[src/pkg/sladg_pkg.sv]
// Constants and types shared by the stack and address generator
`default_nettype none
package sladg_pkg;
  // Data path and register file shape
  localparam int unsigned DW = 16;
  localparam int unsigned NREG = 16;
  localparam int unsigned FILE_AW = 13;
  localparam int unsigned PC_W = 23;
  localparam int unsigned PC_HI_W = 7;
  localparam int unsigned SLB_W = 8;
  localparam int unsigned SHORT_LIT_W = 5;
  localparam int unsigned LONG_LIT_W = 10;
  // Register indices with a fixed role
  localparam logic [3:0] SP_IDX = 4'hf;
  localparam logic [3:0] DFLT_IDX = 4'h0;
  // Address constants
  localparam logic [15:0] SFR_TOP = 16'h0800;
  localparam logic [15:0] STACK_STEP = 16'h0002;
  // Values after reset
  localparam logic [15:0] REG_RST = 16'h0000;
  localparam logic [15:0] SP_RST = 16'h0800;
  localparam logic [15:0] OUT_RST = 16'h0000;
  // Operand addressing modes
  typedef enum logic [2:0] {
    AM_FILE = 3'h0,
    AM_REG = 3'h1,
    AM_IND = 3'h2,
    AM_POST = 3'h3,
    AM_PRE = 3'h4,
    AM_REG_OFF = 3'h5,
    AM_LIT_OFF = 3'h6,
    AM_LIT = 3'h7
  } sladg_mode_t;
  // Requested operations
  typedef enum logic [2:0] {
    OP_NONE = 3'h0,
    OP_READ = 3'h1,
    OP_WRITE = 3'h2,
    OP_PUSH = 3'h3,
    OP_POP = 3'h4,
    OP_CALL = 3'h5,
    OP_EXC = 3'h6
  } sladg_op_t;
  // Sequencer states
  typedef enum logic [1:0] {
    ST_IDLE = 2'b01,
    ST_PC_HI = 2'b10
  } sladg_state_t;
endpackage : sladg_pkg
`default_nettype wire
[src/pkg/sladg_ea_if.sv]
// Operand fields and computed addresses between top and address adder
`timescale 1ns/1ns
`default_nettype none
interface sladg_ea_if;
  sladg_pkg::sladg_mode_t mode;
  logic is_move;
  logic lit_wide;
  logic [12:0] file_addr;
  logic [15:0] lit;
  logic [15:0] ptr_val;
  logic [15:0] base_val;
  logic [15:0] ea;
  logic [15:0] ptr_new;
  logic ptr_upd;
  logic is_mem;
  logic [15:0] op2_lit;
  modport calc (
    input mode, is_move, lit_wide, file_addr, lit, ptr_val, base_val,
    output ea, ptr_new, ptr_upd, is_mem, op2_lit
  );
  modport user (
    output mode, is_move, lit_wide, file_addr, lit, ptr_val, base_val,
    input ea, ptr_new, ptr_upd, is_mem, op2_lit
  );
endinterface : sladg_ea_if
`default_nettype wire

[src/hw/sladg_ea_calc.sv]
// Effective address adder for the fundamental operand modes
`timescale 1ns/1ns
`default_nettype none
module sladg_ea_calc (
  sladg_ea_if.calc ea_if
);
  // Direct address: near field, or full literal for a move
  wire [15:0] file_ea;
  assign file_ea = ea_if.is_move ? ea_if.lit :
                   {3'h0, ea_if.file_addr};

  // Shared adder for pre, post and literal offset; step is signed
  wire [15:0] lit_sum;
  assign lit_sum = ea_if.ptr_val + ea_if.lit;

  // Pointer plus base register
  wire [15:0] reg_sum;
  assign reg_sum = ea_if.ptr_val + ea_if.base_val;

  // Short literal, zero extended from either width
  assign ea_if.op2_lit = ea_if.lit_wide ?
    {6'h00, ea_if.lit[sladg_pkg::LONG_LIT_W-1:0]} :
    {11'h000, ea_if.lit[sladg_pkg::SHORT_LIT_W-1:0]};

  // Mode decode
  wire m_post;
  wire m_pre;
  wire m_off;
  wire m_lit_off;
  assign m_post = ea_if.mode == sladg_pkg::AM_POST;
  assign m_pre = ea_if.mode == sladg_pkg::AM_PRE;
  assign m_off = ea_if.mode == sladg_pkg::AM_REG_OFF;
  assign m_lit_off = ea_if.mode == sladg_pkg::AM_LIT_OFF;

  // Address selection; post-modify uses the old pointer
  assign ea_if.ea = (ea_if.mode == sladg_pkg::AM_FILE) ? file_ea :
                    m_pre ? lit_sum :
                    m_lit_off ? lit_sum :
                    m_off ? reg_sum :
                    ea_if.ptr_val;

  // Only pre and post modes write the pointer back
  assign ea_if.ptr_upd = m_post | m_pre;
  assign ea_if.ptr_new = lit_sum;

  // Register direct and literal operands touch no memory
  assign ea_if.is_mem = (ea_if.mode != sladg_pkg::AM_REG) &&
                        (ea_if.mode != sladg_pkg::AM_LIT);
endmodule : sladg_ea_calc
`default_nettype wire

[src/hw/sladg_top.sv]
// Stack pointer, stack limit checks, secure RAM gating and operand addressing
`timescale 1ns/1ns
`default_nettype none
// Operation
// - Stack pointer marks first free word, grows up
// - Push writes then increments; pop decrements then reads
// - Call push clears top nine bits of high word
// - Exception push puts status byte in high word
// - Limit register unreset, bit zero always zero
// - Stack pointer addresses compared against limit register
// - Push at limit passes, next push traps
// - Stack address below 0x0800 traps as underflow
// - Boot secure RAM only for boot code
// - Secure segment RAM only for secure code
// - File direct address is 13 bits, near space
// - File results go to register zero or file
// - Move reaches the whole data space
// - First operand base register, second register/memory/literal
// - Direct, indirect, pre, post, short literal modes
// - File direct address taken from instruction word
// - Post-modify: use pointer, then step it
// - Pre-modify: step pointer, use new value
// - Register offset: pointer plus base register
// - Literal offset: pointer plus instruction literal
module sladg_top (
  input wire logic core_clk_i,
  input wire logic reset_n_i,
  input wire logic req_valid_i,
  output logic req_ready_o,
  input wire sladg_pkg::sladg_op_t req_op_i,
  input wire sladg_pkg::sladg_mode_t req_mode_i,
  input wire logic [3:0] ptr_sel_i,
  input wire logic [3:0] base_sel_i,
  input wire logic [15:0] lit_i,
  input wire logic lit_wide_i,
  input wire logic [12:0] file_addr_i,
  input wire logic is_move_i,
  input wire logic [15:0] wdata_i,
  input wire logic [22:0] pc_i,
  input wire logic [7:0] status_low_byte_i,
  input wire logic wr_we_i,
  input wire logic [3:0] wr_idx_i,
  input wire logic [15:0] wr_data_i,
  input wire logic res_we_i,
  input wire logic res_to_dflt_i,
  input wire logic [15:0] res_data_i,
  input wire logic stack_limit_we_i,
  input wire logic [15:0] stack_limit_data_i,
  input wire logic bs_ram_en_i,
  input wire logic [15:0] bs_ram_lo_i,
  input wire logic [15:0] bs_ram_hi_i,
  input wire logic exec_boot_i,
  input wire logic ss_ram_en_i,
  input wire logic [15:0] ss_ram_lo_i,
  input wire logic [15:0] ss_ram_hi_i,
  input wire logic exec_secure_i,
  output logic [15:0] mem_addr_o,
  output logic mem_rd_o,
  output logic mem_wr_o,
  output logic [15:0] mem_wdata_o,
  output logic op_valid_o,
  output logic [15:0] op1_data_o,
  output logic [15:0] op2_data_o,
  output logic stack_err_o,
  output logic access_denied_o,
  output logic [15:0] stack_pointer_o,
  output logic [15:0] stack_limit_o
);
  // One-hot register select, used for pointer and writer ports
  function automatic logic [15:0] sladg_dec(input logic [3:0] idx);
    sladg_dec = 16'h0001 << idx;
  endfunction : sladg_dec

  // Over the limit or into the special register area
  function automatic logic sladg_stk_fault(input logic [15:0] ea,
                                           input logic [15:0] lim);
    sladg_stk_fault = (ea > lim) ||
                      (ea < sladg_pkg::SFR_TOP);
  endfunction : sladg_stk_fault

  // Inclusive address window test for both secure segments
  function automatic logic sladg_in_win(input logic [15:0] a,
                                        input logic [15:0] lo,
                                        input logic [15:0] hi);
    sladg_in_win = (a >= lo) && (a <= hi);
  endfunction : sladg_in_win

  // Reset release through two flops; assertion stays asynchronous
  logic rst_meta_q;
  logic rst_n_q;
  always_ff @(posedge core_clk_i or negedge reset_n_i)
  begin
    if (!reset_n_i)
    begin
      rst_meta_q <= 1'b0;
      rst_n_q <= 1'b0;
    end
    else
    begin
      rst_meta_q <= 1'b1;
      rst_n_q <= rst_meta_q;
    end
  end

  logic [15:0] regs_q [sladg_pkg::NREG];
  logic [15:0] regs_d [sladg_pkg::NREG];
  logic [15:0] stack_limit_q;
  logic [15:0] pc_hi_q;
  logic [15:0] res_addr_q;
  sladg_pkg::sladg_state_t state_q;
  sladg_pkg::sladg_state_t state_d;

  // Address adder sits in its own module behind the interface
  sladg_ea_if ea_if ();
  sladg_ea_calc sladg_ea_calc_i (
    .ea_if(ea_if)
  );
  assign ea_if.mode = req_mode_i;
  assign ea_if.is_move = is_move_i;
  assign ea_if.lit_wide = lit_wide_i;
  assign ea_if.file_addr = file_addr_i;
  assign ea_if.lit = lit_i;
  assign ea_if.ptr_val = regs_q[ptr_sel_i];
  assign ea_if.base_val = regs_q[base_sel_i];

  // Request decode
  wire hi_phase, take, op_push, op_pop, op_pc, op_stack, op_rw;
  assign hi_phase = state_q == sladg_pkg::ST_PC_HI;
  // Result write-back owns the memory port, so new requests wait
  assign req_ready_o = (state_q == sladg_pkg::ST_IDLE) && !res_we_i;
  assign take = req_valid_i && req_ready_o;
  assign op_pc = (req_op_i == sladg_pkg::OP_CALL) ||
                 (req_op_i == sladg_pkg::OP_EXC);
  assign op_push = (req_op_i == sladg_pkg::OP_PUSH) || op_pc;
  assign op_pop = req_op_i == sladg_pkg::OP_POP;
  assign op_stack = op_push || op_pop;
  assign op_rw = (req_op_i == sladg_pkg::OP_READ) ||
                 (req_op_i == sladg_pkg::OP_WRITE);

  // Stack pointer arithmetic; pointer always names a free word
  wire [15:0] sp;
  wire [15:0] sp_inc;
  wire [15:0] sp_dec;
  assign sp = regs_q[sladg_pkg::SP_IDX];
  assign sp_inc = sp + sladg_pkg::STACK_STEP;
  assign sp_dec = sp - sladg_pkg::STACK_STEP;

  // Address of this cycle: push at pointer, pop one below it
  wire [15:0] cur_ea;
  assign cur_ea = hi_phase ? sp :
                  (op_stack && op_pop) ? sp_dec :
                  op_stack ? sp :
                  ea_if.ea;

  // Memory access of this cycle
  wire mem_req;
  wire mem_is_wr;
  wire res_mem;
  assign mem_req = hi_phase ||
                   (take && (op_stack || (op_rw && ea_if.is_mem)));
  assign mem_is_wr = hi_phase || op_push ||
                     (req_op_i == sladg_pkg::OP_WRITE);
  // File results bypass memory when aimed at register zero
  assign res_mem = res_we_i && !res_to_dflt_i;

  // Any indirect use of the stack pointer is range checked
  wire sp_used;
  assign sp_used = hi_phase ||
                   (take && (op_stack ||
                   (op_rw && ea_if.is_mem &&
                   (req_mode_i != sladg_pkg::AM_FILE) &&
                   (ptr_sel_i == sladg_pkg::SP_IDX))));

  // Compare uses the limit as stored, so a new limit counts next cycle
  wire stk_err_d;
  assign stk_err_d = sp_used &&
                     sladg_stk_fault(cur_ea, stack_limit_q);

  // Secure segments: deny unless running from the owning flash
  wire [15:0] acc_addr;
  wire bs_deny, ss_deny, deny_d;
  assign acc_addr = res_mem ? res_addr_q : cur_ea;
  assign bs_deny = bs_ram_en_i && !exec_boot_i &&
                   sladg_in_win(acc_addr, bs_ram_lo_i, bs_ram_hi_i);
  assign ss_deny = ss_ram_en_i && !exec_secure_i &&
                   sladg_in_win(acc_addr, ss_ram_lo_i, ss_ram_hi_i);
  assign deny_d = (mem_req || res_mem) && (bs_deny || ss_deny);

  // Strobes: a denied access keeps both strobes low
  wire mem_wr_d;
  wire mem_rd_d;
  wire [15:0] mem_wdata_d;
  assign mem_wr_d = !deny_d && ((mem_req && mem_is_wr) || res_mem);
  assign mem_rd_d = !deny_d && mem_req && !mem_is_wr;
  // Low word of the program counter goes first, high word next
  assign mem_wdata_d = hi_phase ? pc_hi_q :
                       res_mem ? res_data_i :
                       op_pc ? pc_i[15:0] :
                       wdata_i;

  // High stacked word: zeroed top for calls, status byte for traps
  wire [15:0] pc_hi_d;
  assign pc_hi_d = (req_op_i == sladg_pkg::OP_EXC) ?
    {status_low_byte_i, 1'b0, pc_i[sladg_pkg::PC_W-1:16]} :
    {9'h000, pc_i[sladg_pkg::PC_W-1:16]};

  // Pointer write-back from stack ops or pre/post modify
  wire upd_en;
  wire [3:0] upd_idx;
  wire [15:0] upd_val, upd_hit, wr_hit, res_hit;
  assign upd_en = hi_phase || (take && op_stack) ||
                  (take && op_rw && ea_if.ptr_upd);
  assign upd_idx = (hi_phase || op_stack) ? sladg_pkg::SP_IDX : ptr_sel_i;
  assign upd_val = (hi_phase || op_push) ? sp_inc :
                   op_stack ? sp_dec : ea_if.ptr_new;
  assign upd_hit = sladg_dec(upd_idx) & {16{upd_en}};
  assign wr_hit = sladg_dec(wr_idx_i) & {16{wr_we_i}};
  assign res_hit = sladg_dec(sladg_pkg::DFLT_IDX) &
                   {16{res_we_i && res_to_dflt_i}};

  // Register file: address updates win over data writers
  genvar gi;
  generate
    for (gi = 0; gi < sladg_pkg::NREG; gi++)
    begin : g_reg
      localparam logic [15:0] RV = (gi == sladg_pkg::NREG - 1) ?
                                   sladg_pkg::SP_RST : sladg_pkg::REG_RST;
      assign regs_d[gi] = upd_hit[gi] ? upd_val :
                          res_hit[gi] ? res_data_i :
                          wr_hit[gi] ? wr_data_i : regs_q[gi];
      always_ff @(posedge core_clk_i or negedge rst_n_q)
      begin
        if (!rst_n_q)
          regs_q[gi] <= RV;
        else
          regs_q[gi] <= regs_d[gi];
      end
    end
  endgenerate

  // Limit register has no reset; bit zero stored as zero
  always_ff @(posedge core_clk_i)
  begin
    if (stack_limit_we_i)
      stack_limit_q <= {stack_limit_data_i[15:1], 1'b0};
  end

  // Sequencer: a program counter push takes two cycles
  always_comb
  begin
    state_d = state_q;
    case (state_q)
      sladg_pkg::ST_IDLE:
      begin
        if (take && op_pc)
          state_d = sladg_pkg::ST_PC_HI;
      end
      sladg_pkg::ST_PC_HI:
        state_d = sladg_pkg::ST_IDLE;
      default:
        state_d = sladg_pkg::ST_IDLE;
    endcase
  end

  // Sequencer state, high push word and file result address
  always_ff @(posedge core_clk_i or negedge rst_n_q)
  begin
    if (!rst_n_q)
    begin
      state_q <= sladg_pkg::ST_IDLE;
      pc_hi_q <= sladg_pkg::OUT_RST;
      res_addr_q <= sladg_pkg::OUT_RST;
    end
    else
    begin
      state_q <= state_d;
      if (take && op_pc)
        pc_hi_q <= pc_hi_d;
      if (take && (req_mode_i == sladg_pkg::AM_FILE))
        res_addr_q <= ea_if.ea;
    end
  end

  // Operands: base register direct, second by mode
  wire [15:0] op2_d;
  assign op2_d = (req_mode_i == sladg_pkg::AM_REG) ? regs_q[ptr_sel_i] :
                 (req_mode_i == sladg_pkg::AM_LIT) ? ea_if.op2_lit :
                 sladg_pkg::OUT_RST;

  // Registered bus and status outputs; error rides with its address
  always_ff @(posedge core_clk_i or negedge rst_n_q)
  begin
    if (!rst_n_q)
    begin
      mem_addr_o <= sladg_pkg::OUT_RST;
      mem_rd_o <= 1'b0;
      mem_wr_o <= 1'b0;
      mem_wdata_o <= sladg_pkg::OUT_RST;
      stack_err_o <= 1'b0;
      access_denied_o <= 1'b0;
    end
    else
    begin
      mem_addr_o <= acc_addr;
      mem_rd_o <= mem_rd_d;
      mem_wr_o <= mem_wr_d;
      mem_wdata_o <= mem_wdata_d;
      stack_err_o <= stk_err_d;
      access_denied_o <= deny_d;
    end
  end

  always_ff @(posedge core_clk_i or negedge rst_n_q)
  begin
    if (!rst_n_q)
    begin
      op_valid_o <= 1'b0;
      op1_data_o <= sladg_pkg::OUT_RST;
      op2_data_o <= sladg_pkg::OUT_RST;
    end
    else
    begin
      op_valid_o <= take && op_rw;
      op1_data_o <= regs_q[base_sel_i];
      op2_data_o <= op2_d;
    end
  end

  // Visibility of pointer and limit for the core
  assign stack_pointer_o = sp;
  assign stack_limit_o = stack_limit_q;
endmodule : sladg_top
`default_nettype wire

[config.mk]
export PLATFORM = sky130hd
export DESIGN_NAME = sladg_top
export DESIGN_NICKNAME = d
export VERILOG_FILES = /design/src/pkg/sladg_pkg.sv /design/src/pkg/sladg_ea_if.sv /design/src/hw/sladg_ea_calc.sv /design/src/hw/sladg_top.sv
export SDC_FILE = /design/constraint.sdc
export NUM_CORES = 1
export LEC_CHECK = 0
export ABC_CLOCK_PERIOD_IN_PS = 21900
export BUFFER_PORTS_ARGS = -buffer_cell sky130_fd_sc_hd__buf_2
export CORE_ASPECT_RATIO = 0.9
export CORE_MARGIN = 1
export CORE_UTILIZATION = 50
export CTS_BUF_LIST = sky130_fd_sc_hd__clkbuf_8
export DETAILED_ROUTE_END_ITERATION = 10
export PLACE_DENSITY = 0.7
export SLEW_MARGIN = 20
export SYNTH_ARGS = -nofsm -noshare
export SYNTH_HDL_FRONTEND = slang
export SYNTH_HIERARCHICAL = 1
export SYNTH_SLANG_ARGS = --single-unit
[constraint.sdc]
create_clock -name core_clk_i -period 21.9 [get_ports core_clk_i]
set_input_delay 1.095 -clock core_clk_i [delete_from_list [all_inputs] [get_ports core_clk_i]]
set_output_delay 1.095 -clock core_clk_i [all_outputs]
set_load 0.05 [all_outputs]
==> results of run 1 <==
==> worst reg2reg max path, stage by stage (launching register included) <==
cell	delay, ps
dfrtp_1	750
mux4_2	380
mux2i_1	80
a21oi_1	890
ha_1	440
a21oi_1	220
o21ai_0	170
a31oi_1	230
o21ai_0	200
xor2_1	200
nor2_1	100
o41ai_1	740
mux2i_1	170
nand2_1	100
o21ai_0	90
nand3_1	120
o221ai_1	250
o21ai_0	790
ha_1	250
nand4_1	120
nor4_1	460
a21boi_0	240
nand4b_1	140
a2bb2oi_1	110
nor4b_1	340
==> routing by layer <==
layer	up-vias	share of wire, %
met1	11509	39
li1	10226	-
met4	2	4.3
met3	271	11
met5	-	0.012
met2	1441	46
==> cells by family after synthesis <==
family | synth area share, %
AOI/OAI and AO/OA | 16.8
DFF | 35.3
muxes | 22.4
buffers and inverters | 6.06
adders and majority gates | 5.37
other | 0.0421
xor gates and xnor gates | 1.41
and+or+nand+nor | 12.6
==> metrics by stage <==
| step | hold WS, ps | cells |
|---|---|---|
| global route | 191 | 3632 |
| CTS | 166 | 3628 |
| global placement | 336 | 3512 |
| floorplan | 331 | 2706 |
| detailed placement | 338 | 3512 |
| finish | 210 | 3632 |
==> registers in the layout, summed over array words and instances, names as in the netlist, 2 cells and up <==
register         flops
mem_addr_o          16
mem_wdata_o         16
op1_data_o          16
op2_data_o          16
pc_hi_q             15
regs_q             240
res_addr_q          16
stack_limit_o       15
stack_pointer_o     16
state_q              2
==> worst paths after layout <==
path,start,end,slack (ps),cells after the start
min in group core_clk_i,rst_meta_q,rst_n_q,350,0
min reg2reg,rst_n_q,regs_q[43],350,0
max,ptr_sel_i[0],mem_rd_o,12990,27
max reg2reg,stack_pointer_o[8],mem_rd_o,14240,24
min,reset_n_i,rst_n_q,210,1
max in group asynchronous,rst_n_q,op2_data_o[8],19300,3
==> layout make-up <==
class                   instances  area (sq um)  share of cell area (%)
well taps                     697           872                    2.92
flip-flops and latches        375          9470                    31.7
clock inverters                37           267                   0.891
clock buffers                  79          1090                    3.64
repair buffers                372          2050                    6.87
inverters                      92           345                    1.15
multi-input cells            1978         15800                    52.9
diodes                          2          5.00                  0.0167
==> Yosys cell counts (all sizes together) (22+ instances only) <==
| cell | number |
|---|---|
| a211oi | 84 |
| a21o | 26 |
| a21oi | 260 |
| and2 | 25 |
| buf | 110 |
| clkbuf | 151 |
| dfrtp | 358 |
| ha | 111 |
| inv | 92 |
| mux2 | 167 |
| mux2i | 86 |
| mux4 | 144 |
| nand2 | 263 |
| nand3 | 71 |
| nand4 | 22 |
| nor2 | 165 |
| nor2b | 67 |
| o211ai | 24 |
| o21ai | 196 |
| xnor2 | 24 |
==> power by group <==
part	switching, W	leakage [nW]	internal (W)
logic	0.000863	8.13	0.000539
clock network	0.000321	0.766	0.000366
registers	0.000170	4.57	0.000874
==> metrics.md, run 1 <==
| Metric | Value |
|---|---|
| Vias in the first global route | 23006 |
| Layout cells sized above 1 | roughly 29% |
| Initial DRC Count | 2600 |
| Slew margin rel. | 19.4% |
| CP Buf/Inv Count | 2 |
| Synth top area share | between 30% and 40% |
| Largest net degree at the start of global routing | between 150 and 200 |
| Post-route minimum period | ~8900 ps |
| H-tree Lvls | 3 |
| Worst setup SP type | primary input |
| Initial Util | 50.6% |
| CP Data Arrival Time | approximately 9500 ps |
| Seq/Total Area, Yosys | a little over a third |
| Vias/cell | 6.46 |
| Slowest cell on crit path | o21ai_0 |
| FFs w/ async S/R, synth | between 90% and 100% |
| WL final | 94.4 mm |
| Post-route cell area | 29900 sq um |
| Commonest cells after routing, fill and taps aside | dfrtp_1 (357), buf_2 (316), nand2_1 (262), a21oi_1 (244), o21ai_0 (167) |
| Count of cell types in the netlist | 93 |
| VDD IR max | roughly 0.000065 V |
| Max-cap violations | 0 |
| Clk root buf | clkbuf_8 |
| Period Utilization, post-route | between 40% and 50% |
| Required @ worst endpoint | 22440 ps |
| Gr usage total | around a third |
| Gr busiest metal | met2 |
| Clock tree from TritonCTS | yes |
| Worst-Margin Slew | between 1000 and 1500 ps |
| Num ports | between 300 and 400 |
| CTS Buf Count | 69 |
| Total vias in the final route | around 23000 |
| Crit path kind | in -> reg |
| Routability-driven placement congestion ratio | about 0.96 |
| Post-DP Area | 28500 sq um |
| Hold Vio Cnt, Final | 0 |
| Clock transition at the registers of the reported paths | around 50 ps |
| GR Util met2 | roughly 54% |
| Post-synth EDFFs | 15 |
| Largest cells by area after synthesis | dfrtp_1 (33%), mux4_2 (12%), mux2_2 (7.0%) |
| CP max FO | 42 |
| Initial antenna violation count | 4 |
| Delay-heaviest family, CP | compound AO/OA/AOI/OAI gates |
| Post-synth design cell area | 26800 sq um |
| Fmax | 112 MHz |
| WL/cell | 26.0 microns |
| Chip width | approximately 250 microns |
| Fillers | between 4000 and 5000 |
| Mean Syn Cell Area | about 9.9 sq um |
| First-pass GRT wire length | between 100 and 150 mm |
| Grt ovf | 0 |
| Resized cells post-CTS | 0 |
| Type of the worst min-delay path | in -> async |
| Main synth FF type | dfrtp_1 |
| Pre-antenna DRT Iters | 6 |
| Setup violations, final | 0 |
| Met1 Use GR | between 40% and 50% |
| RSZ-0062 raised after global routing | no |
| Max-slew violation count | 0 |
| CP most frequent cell | o21ai_0 |
| P_leak | roughly 13 nW |
| Slack of the critical path | roughly 13000 ps |
| Setup crit end kind | flip-flop |
| Synth area leader | dfrtp_1 |
| Row cnt | 80 |
| Post-DRT Antenna Nets | 0 |
| Die area | 54500 sq um |
| Post-DP HPWL | between 60 and 70 mm |
| Nets@finish | 3220 |
| Power density cells | 105 nW/um^2 |
| Final core occ | 56.5% |
| #FFs+latches synth | 375 |
| DRC | 0 |
| YS warnings | 6 |
| Syn Inst Count | ~2700 |
| Commonest non-fill, non-tap cell in the layout | dfrtp_1 |
| Die Ht | about 220 microns |
| Clk_skew | around 43 ps |
| Place WS | about 12000 ps |
| Largest stage delay on the critical path | about 790 ps |
| Core area | roughly 53000 sq um |
| Met3 Resource Use GR | between 8 and 9% |
| Max clock buf depth | 3 |
| Postcts setup bufs | 0 |
| Total Power | between 0.003 and 0.004 W |
| Clk sinks | about 380 |
| Fin Setup TNS | 0 ps |
| Status | finished clean |
| Buffers on Ports | around 320 |
| Clk_lat worst skew | 690 ps |
| Post-CTS Hold Buffers | 0 |
| Area Overhead vs Synth | 11.7% |
(Power assumes the default switching activity.)
==> run 2: changes to the inputs <==
ABC_CLOCK_PERIOD_IN_PS = 7300   (was 21900)
PLACE_DENSITY = 0.73   (was 0.7)
clock period = 7.3 ns   (was 21.9 ns; I/O delays follow)
==> metrics.md, run 2 (synthesized netlist as in run 1, its figures left out) <==
| Metric | Value |
|---|---|
| Status | finished clean (unchanged) |
| Grt ovf | 0 (unchanged) |
| Largest stage delay on the critical path | 480 ps (was 790 ps) |
| Fin Setup TNS | 0 ps (unchanged) |
| Largest net degree at the start of global routing | 164 (was 184) |
| Type of the worst min-delay path | in -> reg (was in -> async) |
| Total vias in the final route | 23960 (was 23449) |
| Clock tree from TritonCTS | yes (unchanged) |
| Commonest non-fill, non-tap cell in the layout | dfrtp_1 (unchanged) |
| Initial DRC Count | 2514 (was 2600) |
| Postcts setup bufs | 0 (unchanged) |
| Power density cells | 313 nW/um^2 (was 105 nW/um^2) |
| Clk root buf | clkbuf_8 (unchanged) |
| Row cnt | 80 (unchanged) |
| Die Ht | 222 microns (unchanged) |
| Worst-Margin Slew | 1260 ps (was 1210 ps) |
| Hold Vio Cnt, Final | 0 (unchanged) |
| Post-DRT Antenna Nets | 0 (unchanged) |
| Slowest cell on crit path | mux4_2 (was o21ai_0) |
| Routability-driven placement congestion ratio | 0.976 (was 0.959) |
| Slew margin rel. | 15.5% (was 19.4%) |
| Setup crit end kind | flip-flop (unchanged) |
| Layout cells sized above 1 | 30.1% (was 29.5%) |
| Vias/cell | 6.44 (was 6.46) |
| Initial antenna violation count | 6 (was 4) |
| Core area | 53000 sq um (unchanged) |
| Die area | 54500 sq um (unchanged) |
| Chip width | 246 microns (unchanged) |
| P_leak | 13.9 nW (was 13.5 nW) |
| Commonest cells after routing, fill and taps aside | dfrtp_1 (357), buf_2 (316), nand2_1 (262), a21oi_1 (244), o21ai_0 (168) (was dfrtp_1 (357), buf_2 (316), nand2_1 (262), a21oi_1 (244), o21ai_0 (167)) |
| First-pass GRT wire length | 142 mm (about the same) |
| Num ports | 321 (unchanged) |
| Fmax | 149 MHz |
| WL final | 94.9 mm (was 94.4 mm) |
| Max reg flops | 240 (unchanged) |
| Crit path kind | reg -> reg (was in -> reg) |
| CTS Buf Count | 69 (unchanged) |
| H-tree Lvls | 3 (unchanged) |
| Worst setup SP type | flip-flop (was primary input) |
| Largest reg by FF count | regs_q (unchanged) |
| WL/cell | 25.5 microns (was 26.0 microns) |
| Pre-antenna DRT Iters | 6 (unchanged) |
| CP Data Arrival Time | 7220 ps (was 9460 ps) |
| Period Utilization, post-route | between 90 and 100% |
| Clk_lat worst skew | 670 ps (was 690 ps) |
| Required @ worst endpoint | 7810 ps (was 22440 ps) |
| Vias in the first global route | 23630 (was 23006) |
| Max-cap violations | 0 (unchanged) |
| Gr usage total | 34.6% (was 34.7%) |
| RSZ-0062 raised after global routing | no (unchanged) |
| Hold WS | 47.1 ps (was 210 ps) |
| Post-route minimum period | 6710 ps |
| VDD IR max | 0.000288 V (was 0.0000654 V) |
| Clk_skew | 46.8 ps (was 43.4 ps) |
| CP max FO | 5 (was 42) |
| Area Overhead vs Synth | 15.0% (was 11.7%) |
| Setup violations, final | 0 (unchanged) |
| Initial Util | 50.6% (unchanged) |
| Nets@finish | 3298 (was 3220) |
| Max clock buf depth | 3 (unchanged) |
| DRC | 0 (unchanged) |
| Post-DP HPWL | 67.5 mm (was 65.9 mm) |
| Buffers on Ports | 318 (unchanged) |
| Clk sinks | 375 (unchanged) |
| Max-slew violation count | 0 (unchanged) |
| Clock transition at the registers of the reported paths | 60 ps (was 50 ps) |
run 2: cell types whose count changed in the layout (fill, tap and decap cells not counted), moves of 2 or more:
cell / before / now
buf_12: 1 / 8
buf_16: 2 / 0
buf_4: 53 / 85
bufinv_16: 3 / 5
clkbuf_8: 79 / 87
clkinv_2: 7 / 9
clkinvlp_4: 2 / 4
dlygate4sd3_1: 0 / 41
inv_6: 4 / 0
run 2: layout make-up:
type,count,area [sq um]
tap,697,872
clock inverter,41,319
multi-input combinational,1978,15800
clock buffer,87,1200
antenna,3,7.51
inverter,92,345
timing repair buffer,450,2790
sequential,375,9470
fill,4488,22200
run 2: power breakdown:
group	switching (W)	leakage [nW]	internal [W]
Combinational	0.00269	8.50	0.00169
Sequential	0.000423	4.57	0.00262
Clock	0.000964	0.848	0.00126
run 2: path summary, 6_finish.rpt:
kind	start	to	slack [ps]	cells past startpoint
hold reg to reg	rst_n_q	res_addr_q[9]	130	0
setup reg to reg	regs_q[240]	mem_rd_o	590	26
max in group asynchronous	rst_n_q	regs_q[245]	5230	2
setup / recovery	regs_q[240]	mem_rd_o	590	26
hold / removal	lit_i[4]	op2_data_o[4]	50	2
min in group asynchronous	rst_n_q	res_addr_q[9]	130	0
run 2: critical path, delay by kind of cell (launching register included):
kind,cells,cell delay (ps)
mux,1,480
flops,1,420
fa+ha+maj,3,1050
simple gates,7,1360
buf+inv,1,230
compound gates,14,3010
run 2: what timing repair did:
action	in CTS	in global routing
hold buffers	41	0
hold endpoints to repair	40	0
resized for setup	0	0
run 2: metal layers:
metal	GRT usage [%]	part of all wire (%)
met2	53.2	46
met4	15.1	4.2
met1	45.6	38
met5	0	0.041
met3	9.68	11
run 2: metrics by stage:
stage	util (%)	worst slack, ps	total power (W)	cell area [sq um]	instances
6_report	58.2	589	0.00965	30800	3723
5_1_grt	58.2	279	0.0101	30800	3722
4_1_cts	58.1	699	0.00956	30800	3720
3_5_place_dp	54.5	209	0.00731	28900	3551
3_3_place_gp	54.5	357	0.00715	28900	3551
2_1_floorplan	-	1140	0.00605	26800	2706
